===== src/design/cmd_upper_pkg.sv =====
// constants and types for the upper command bits of the primary interface
// assumes byte-addressed, dword-aligned configuration accesses
package cmd_upper_pkg;

    // ------------------------------------------------------------
    // configuration map
    // ------------------------------------------------------------
    localparam logic [7:0]  CMD_OFFSET      = 8'h04;
    localparam logic [31:0] RDATA_RESET     = 32'h0000_0000;

    // ------------------------------------------------------------
    // command field positions
    // ------------------------------------------------------------
    localparam int PAL_SNOOP_BIT   = 5;
    localparam int PARITY_RESP_BIT = 6;
    localparam int WAIT_CTL_BIT    = 7;
    localparam int SERR_EN_BIT     = 8;
    localparam int FBB_EN_BIT      = 9;
    localparam int RSVD_LO_BIT     = 10;
    localparam int RSVD_HI_BIT     = 15;

    // status field position, same dword
    localparam int DPAR_DET_BIT    = 24;

    // byte lanes (active-low enables)
    localparam int LANE_CMD_LO     = 0;
    localparam int LANE_CMD_HI     = 1;
    localparam int LANE_STAT_HI    = 3;

    // ------------------------------------------------------------
    // reset values, and the fixed wait-control value
    // ------------------------------------------------------------
    localparam logic PAL_SNOOP_RST   = 1'b0;
    localparam logic PARITY_RESP_RST = 1'b0;
    localparam logic SERR_EN_RST     = 1'b0;
    localparam logic FBB_EN_RST      = 1'b0;
    localparam logic DPAR_DET_RST    = 1'b0;
    localparam logic WAIT_CTL_VAL    = 1'b0;

    // ------------------------------------------------------------
    // palette decode
    // ------------------------------------------------------------
    localparam logic [9:0]  PAL_PORT_A  = 10'h3C6;
    localparam logic [9:0]  PAL_PORT_B  = 10'h3C8;
    localparam logic [9:0]  PAL_PORT_C  = 10'h3C9;
    localparam logic [15:0] UPPER_ZERO  = 16'h0000;

    typedef struct packed {
        logic fbb_en;
        logic serr_en;
        logic parity_resp;
        logic pal_snoop;
    } cmd_ctl_t;

    localparam cmd_ctl_t CMD_CTL_RST = '{fbb_en:      FBB_EN_RST,
                                         serr_en:     SERR_EN_RST,
                                         parity_resp: PARITY_RESP_RST,
                                         pal_snoop:   PAL_SNOOP_RST};

endpackage


===== src/design/palette_match.sv =====
// combinational palette-write address match
// assumes the caller qualifies the result with an I/O write
`timescale 1ns/1ps

module palette_match (
    input  wire logic [31:0] addr,
    output logic             hit
);

    // ------------------------------------------------------------
    // decode
    // ------------------------------------------------------------
    logic low_hit;
    logic high_ok;

    always_comb begin
        // bits 15:10 are deliberately left out of the compare
        low_hit = (addr[9:0] == cmd_upper_pkg::PAL_PORT_A) ||
                  (addr[9:0] == cmd_upper_pkg::PAL_PORT_B) ||
                  (addr[9:0] == cmd_upper_pkg::PAL_PORT_C);
        high_ok = (addr[31:16] == cmd_upper_pkg::UPPER_ZERO);
        hit     = low_hit && high_ok;
    end

endmodule // palette_match


===== src/design/cmd_upper_bank.sv =====
// upper command bits of the primary interface and their effect on
// palette claim, parity and system-error drive, fast back-to-back permit
// assumes all inputs come from primary-side logic on MCLK
`timescale 1ns/1ps

module cmd_upper_bank (
    input  wire logic        MCLK,
    input  wire logic        SYS_RST,
    input  wire logic        CFG_WR,
    input  wire logic        CFG_RD,
    input  wire logic [7:0]  CFG_ADDR,
    input  wire logic [3:0]  CFG_BE_N,
    input  wire logic [31:0] CFG_WDATA,
    output logic      [31:0] CFG_RDATA,
    output logic             CFG_RVALID,
    input  wire logic        IO_WR_REQ,
    input  wire logic [31:0] IO_ADDR,
    input  wire logic        IO_IN_RANGE,
    output logic             FWD_CLAIM,
    output logic             PAL_FWD,
    input  wire logic        IS_MASTER,
    input  wire logic        DATA_PERR_DET,
    input  wire logic        ADDR_PERR_DET,
    output logic             PERR_N_O,
    output logic             PERR_OE,
    output logic             SERR_N_O,
    output logic             SERR_OE,
    output logic             FBB_PERMIT,
    output logic             STEP_EN
);

    // ------------------------------------------------------------
    // configuration access decode
    // ------------------------------------------------------------
    logic cmd_sel;
    logic wr_cmd;
    logic rd_cmd;

    always_comb begin
        cmd_sel = (CFG_ADDR == cmd_upper_pkg::CMD_OFFSET);
        wr_cmd  = CFG_WR && cmd_sel;
        rd_cmd  = CFG_RD && cmd_sel;
    end

    // ------------------------------------------------------------
    // command control bits
    // ------------------------------------------------------------
    cmd_upper_pkg::cmd_ctl_t ctl_r;
    cmd_upper_pkg::cmd_ctl_t ctl_nxt;

    always_comb begin
        ctl_nxt = ctl_r;
        // only the lane holding each field may change it
        if (wr_cmd && !CFG_BE_N[cmd_upper_pkg::LANE_CMD_LO]) begin
            ctl_nxt.pal_snoop   = CFG_WDATA[cmd_upper_pkg::PAL_SNOOP_BIT];
            ctl_nxt.parity_resp = CFG_WDATA[cmd_upper_pkg::PARITY_RESP_BIT];
        end
        if (wr_cmd && !CFG_BE_N[cmd_upper_pkg::LANE_CMD_HI]) begin
            ctl_nxt.serr_en     = CFG_WDATA[cmd_upper_pkg::SERR_EN_BIT];
            ctl_nxt.fbb_en      = CFG_WDATA[cmd_upper_pkg::FBB_EN_BIT];
        end
    end

    always_ff @(posedge MCLK) begin
        if (SYS_RST) begin
            ctl_r <= cmd_upper_pkg::CMD_CTL_RST;
        end else begin
            ctl_r <= ctl_nxt;
        end
    end

    // ------------------------------------------------------------
    // data parity detected status, write-one-to-clear
    // ------------------------------------------------------------
    logic dpar_r;
    logic dpar_nxt;
    logic dpar_set;
    logic dpar_clr;

    always_comb begin
        dpar_set = IS_MASTER && DATA_PERR_DET && ctl_r.parity_resp;
        dpar_clr = wr_cmd && !CFG_BE_N[cmd_upper_pkg::LANE_STAT_HI] &&
                   CFG_WDATA[cmd_upper_pkg::DPAR_DET_BIT];
        // a new error in the clearing cycle is kept
        if (dpar_set) begin
            dpar_nxt = 1'b1;
        end else if (dpar_clr) begin
            dpar_nxt = 1'b0;
        end else begin
            dpar_nxt = dpar_r;
        end
    end

    always_ff @(posedge MCLK) begin
        if (SYS_RST) begin
            dpar_r <= cmd_upper_pkg::DPAR_DET_RST;
        end else begin
            dpar_r <= dpar_nxt;
        end
    end

    // ------------------------------------------------------------
    // read data
    // ------------------------------------------------------------
    logic [31:0] rdata_r;
    logic [31:0] rdata_nxt;
    logic        rvalid_r;
    logic        rvalid_nxt;

    always_comb begin
        rdata_nxt = 32'h0000_0000;
        if (rd_cmd) begin
            rdata_nxt[cmd_upper_pkg::PAL_SNOOP_BIT]   = ctl_r.pal_snoop;
            rdata_nxt[cmd_upper_pkg::PARITY_RESP_BIT] = ctl_r.parity_resp;
            rdata_nxt[cmd_upper_pkg::WAIT_CTL_BIT]    = cmd_upper_pkg::WAIT_CTL_VAL;
            rdata_nxt[cmd_upper_pkg::SERR_EN_BIT]     = ctl_r.serr_en;
            rdata_nxt[cmd_upper_pkg::FBB_EN_BIT]      = ctl_r.fbb_en;
            rdata_nxt[cmd_upper_pkg::DPAR_DET_BIT]    = dpar_r;
            // reserved bits 15:10 stay at the zero default
        end
        // unmapped dwords answer with zero data
        rvalid_nxt = CFG_RD;
    end

    always_ff @(posedge MCLK) begin
        if (SYS_RST) begin
            rdata_r  <= cmd_upper_pkg::RDATA_RESET;
            rvalid_r <= 1'b0;
        end else begin
            rdata_r  <= rdata_nxt;
            rvalid_r <= rvalid_nxt;
        end
    end

    assign CFG_RDATA  = rdata_r;
    assign CFG_RVALID = rvalid_r;

    // ------------------------------------------------------------
    // palette snoop claim
    // ------------------------------------------------------------
    logic pal_hit;
    logic claim_r;
    logic claim_nxt;
    logic pal_fwd_r;
    logic pal_fwd_nxt;

    palette_match u_pal (
        .addr (IO_ADDR),
        .hit  (pal_hit)
    );

    always_comb begin
        pal_fwd_nxt = IO_WR_REQ && pal_hit && ctl_r.pal_snoop;
        // with snoop off a palette write is just another I/O write
        claim_nxt   = IO_WR_REQ && (IO_IN_RANGE || pal_fwd_nxt);
    end

    always_ff @(posedge MCLK) begin
        if (SYS_RST) begin
            claim_r   <= 1'b0;
            pal_fwd_r <= 1'b0;
        end else begin
            claim_r   <= claim_nxt;
            pal_fwd_r <= pal_fwd_nxt;
        end
    end

    assign FWD_CLAIM = claim_r;
    assign PAL_FWD   = pal_fwd_r;

    // ------------------------------------------------------------
    // parity and system error pin drive
    // ------------------------------------------------------------
    logic perr_drv_r;
    logic perr_drv_nxt;
    logic serr_drv_r;
    logic serr_drv_nxt;

    always_comb begin
        perr_drv_nxt = DATA_PERR_DET && ctl_r.parity_resp;
        // address parity is the only system error source here
        serr_drv_nxt = ADDR_PERR_DET && ctl_r.parity_resp && ctl_r.serr_en;
    end

    always_ff @(posedge MCLK) begin
        if (SYS_RST) begin
            perr_drv_r <= 1'b0;
            serr_drv_r <= 1'b0;
        end else begin
            perr_drv_r <= perr_drv_nxt;
            serr_drv_r <= serr_drv_nxt;
        end
    end

    // pins are driven low only; the bus pull-up restores them
    assign PERR_OE  = perr_drv_r;
    assign PERR_N_O = ~perr_drv_r;
    assign SERR_OE  = serr_drv_r;
    assign SERR_N_O = ~serr_drv_r;

    // ------------------------------------------------------------
    // master-side permits
    // ------------------------------------------------------------
    assign FBB_PERMIT = ctl_r.fbb_en;
    assign STEP_EN    = cmd_upper_pkg::WAIT_CTL_VAL;
endmodule // cmd_upper_bank


===== config.mk =====
export PLATFORM = sky130hd
export DESIGN_NAME = cmd_upper_bank
export DESIGN_NICKNAME = d
export VERILOG_FILES = /design/src/design/cmd_upper_pkg.sv /design/src/design/palette_match.sv /design/src/design/cmd_upper_bank.sv
export SDC_FILE = /design/constraint.sdc
export NUM_CORES = 1
export LEC_CHECK = 0
export ABC_AREA = 0
export BUFFER_PORTS_ARGS = -buffer_cell sky130_fd_sc_hd__buf_2
export CAP_MARGIN = 20
export CORE_MARGIN = 4
export CORE_UTILIZATION = 31
export DETAILED_ROUTE_END_ITERATION = 8
export PLACE_DENSITY = 0.9
export RECOVER_POWER = 50
export SYNTH_ARGS = -nofsm -noshare
export SYNTH_HDL_FRONTEND = slang
export SYNTH_SLANG_ARGS = --single-unit
export TNS_END_PERCENT = 20

===== constraint.sdc =====
create_clock -name MCLK -period 2.3 [get_ports MCLK]
set_input_delay 0.69 -clock MCLK [delete_from_list [all_inputs] [get_ports MCLK]]
set_output_delay 0.69 -clock MCLK [all_outputs]
set_load 0.1 [all_outputs]

==> out/metrics.yaml <==
totalWireLength_mm: 1.78
fillers: 265
clock_pin_slew_on_the_worst_setup_and_hold_paths_ns: 0.08
initialDrtViolationCount: 15
drive_gt1_share_pct: 45.4
period_minus_slack_ns: 1.76
startpoint_type: "register"
hp-start: "dpar_r"
upper_clock_frequency_limit_ghz: 0.567
grt_pass1_vias: 647
layout_worst_path_cycle_share_pct: 76.6
cts_resized: 0
antenna_violating_nets_post_route: 0
globalplace.congestion: 0.758
cts_post_setup_buffers_inserted: 0
leakage_power_uw: 0.000600
netlist_area_um2: 831
die_y_um: 59.8
synth-seq-area-share_pct: 36.1
report.final.setup_viol: 0
nNetsFinal: 238
synth_warnings: 0
fin_worst_skew_ns: 0.00409
drc: 0
worst_hold_slack_ns: 0.482
setup.worst_path.start: "PERR_OE"
dr_total_vias: 740
sum_of_net_half_perimeters_after_detailed_placement_mm: 1.62
routed_wire_length_per_instance_um: 9.76
core.rowCount: 18
grt_setup_unrepaired: "false"
layout_common_cells: "sky130_fd_sc_hd__buf_2, sky130_fd_sc_hd__conb_1, sky130_fd_sc_hd__dfxtp_1"
cts_buffer_depth: 2
async_flop_share_pct: 0
worstMarginPinSlew_ns: 0.542
core_um2: 2520
worstSetupPathType: "reg2out"
slew_headroom_pct: 63.3
timing.critical_path.fanout_max: 2
yosysUniqueCellTypes: 23
hold_viol: 0
synth.avg_cell_area_um2: 9.66
worstSkewPairLatency_ns: 0.28
cts-htree-levels: 1
cp_data_arrival_time_ns: 1.07
power.ir.vdd_worst_v: 0.000317
design.portCount: 126
critPathMaxStageDelay_ns: 0.41
worst_setup_path_end_kind: "output pin"
area_overhead_of_the_layout_relative_to_synthesis_pct: 31.2
largest_net_degree_at_the_start_of_global_routing: 9
synth_edf_count: 0
critical_path_buffers_and_inverters: 2
grt_antenna_before_repair: 0
synth_cells: 86
grt_usage_pct: 8.71
post_layout_nonfiller_instances: 182
io_buffer_count: 63
cts-buffers-inserted: 3
run_status: "finished clean"
synth-main-ff-cell: "sky130_fd_sc_hd__dfxtp_1"
tritoncts: "built"
route.detailed.vias_per_inst: 4.07
postLayoutCellArea_um2: 1090
crit_chain: "clkinvlp_4, buf_2"
n_antenna_cell: 0
floorplan.initialDensity_pct: 32.9
grt_remaining_overflow: 0
classification_of_the_worst_slack_hold_path: "reg2reg"
design.die.area_um2: 3570
slew_viol_final: 0
critical_path.top_delay_family: "buffers and inverters"
timing.critical_path.required_ns: 1.61
timing.rr.start: "ctl_r[0]"
max_capacitance_violation_count: 0
grt_pass1_wl_mm: 2.44
dpl-instance-area_um2: 1080
layout.cells.most_common: "sky130_fd_sc_hd__buf_2"
synth_seq_cells: 15
cts_hold_buf: 0
cpMaxStageDelayCell: "sky130_fd_sc_hd__buf_2"
detail_route.first_pass.iterations: 4
dpl.cell_count: 178
power_density_nw_per_um2: 618
tritoncts_num_sinks: 15
die_x_um: 59.8
cts_root_buf: "sky130_fd_sc_hd__clkbuf_4"
power by group:
part | total, uW | internal, uW | switching [uW]
sequential | 261 | 261 | 0.360
clock | 145 | 67.4 | 77.9
combinational | 267 | 36.8 | 230
Yosys cell counts (2+ instances only):
master	instances	share of area, %
sky130_fd_sc_hd__buf_4	28	25
sky130_fd_sc_hd__dfxtp_1	15	36
sky130_fd_sc_hd__and2_1	6	4.5
sky130_fd_sc_hd__nor2_1	5	2.3
sky130_fd_sc_hd__mux2i_1	4	4.8
sky130_fd_sc_hd__nor4b_1	4	4.2
sky130_fd_sc_hd__inv_1	3	1.4
sky130_fd_sc_hd__nor2b_1	3	2.3
sky130_fd_sc_hd__nand4_1	2	1.5
sky130_fd_sc_hd__nand4b_1	2	2.1
sky130_fd_sc_hd__nor4_1	2	1.5
final timing paths:
path | depth (start not counted) | end | slack (ns)
max | 2 | PERR_N_O | 0.54
min | 1 | CFG_RDATA[24] | 0.48
max reg2reg | 4 | FWD_CLAIM | 1.12
min reg2reg | 1 | CFG_RDATA[24] | 0.48
metal layers:
metal / GRT usage (%) / vias to the layer above / wire length (um)
met5: 0 / - / 0
met4: 3.80 / 0 / 27
met3: 1.30 / 3 / 319
met2: 18.1 / 53 / 904
met1: 8.04 / 312 / 525
li1: - / 372 / -
cell families (layout without fill, tap and decap cells):
| group | Yosys count | after routing | share of synthesized area, % |
|---|---|---|---|
| compound gates | 3 | 3 | 3.31 |
| buf+inv | 31 | 70 | 26.7 |
| flops | 15 | 15 | 36.1 |
| mux | 4 | 4 | 4.82 |
| other cells | 1 | 28 | 0.451 |
| simple gates | 32 | 32 | 28.6 |
sequential cells by signal (all words and copies together), names as in the netlist:
name / count
CFG_RVALID: 1
PAL_FWD: 1
FBB_PERMIT: 1
dpar_r: 1
ctl_r: 3
CFG_RDATA: 5
SERR_OE: 1
FWD_CLAIM: 1
PERR_OE: 1
layout make-up:
| type | count | area, um2 | area share [%] |
|---|---|---|---|
| Clock buffer | 4 | 26.3 | 2.41 |
| Inverter | 3 | 15.0 | 1.38 |
| Multi-Input combinational cell | 67 | 395 | 36.3 |
| Sequential cell | 15 | 302 | 27.7 |
| Tap cell | 30 | 37.5 | 3.44 |
| Timing Repair Buffer | 63 | 314 | 28.8 |
metrics by stage:
stage	setup slack [ns]	total power [uW]	utilization, %	TNS (ns)
after CTS	0.527	678	43.8	0
after global routing	0.419	691	43.2	0
after detailed placement	0.579	536	42.8	0
after global placement	0.591	535	42.8	0
final	0.538	673	43.2	0
after floorplan	-0.000385	525	-	-0.000385
Note: power is estimated with default switching activity, not from simulation.
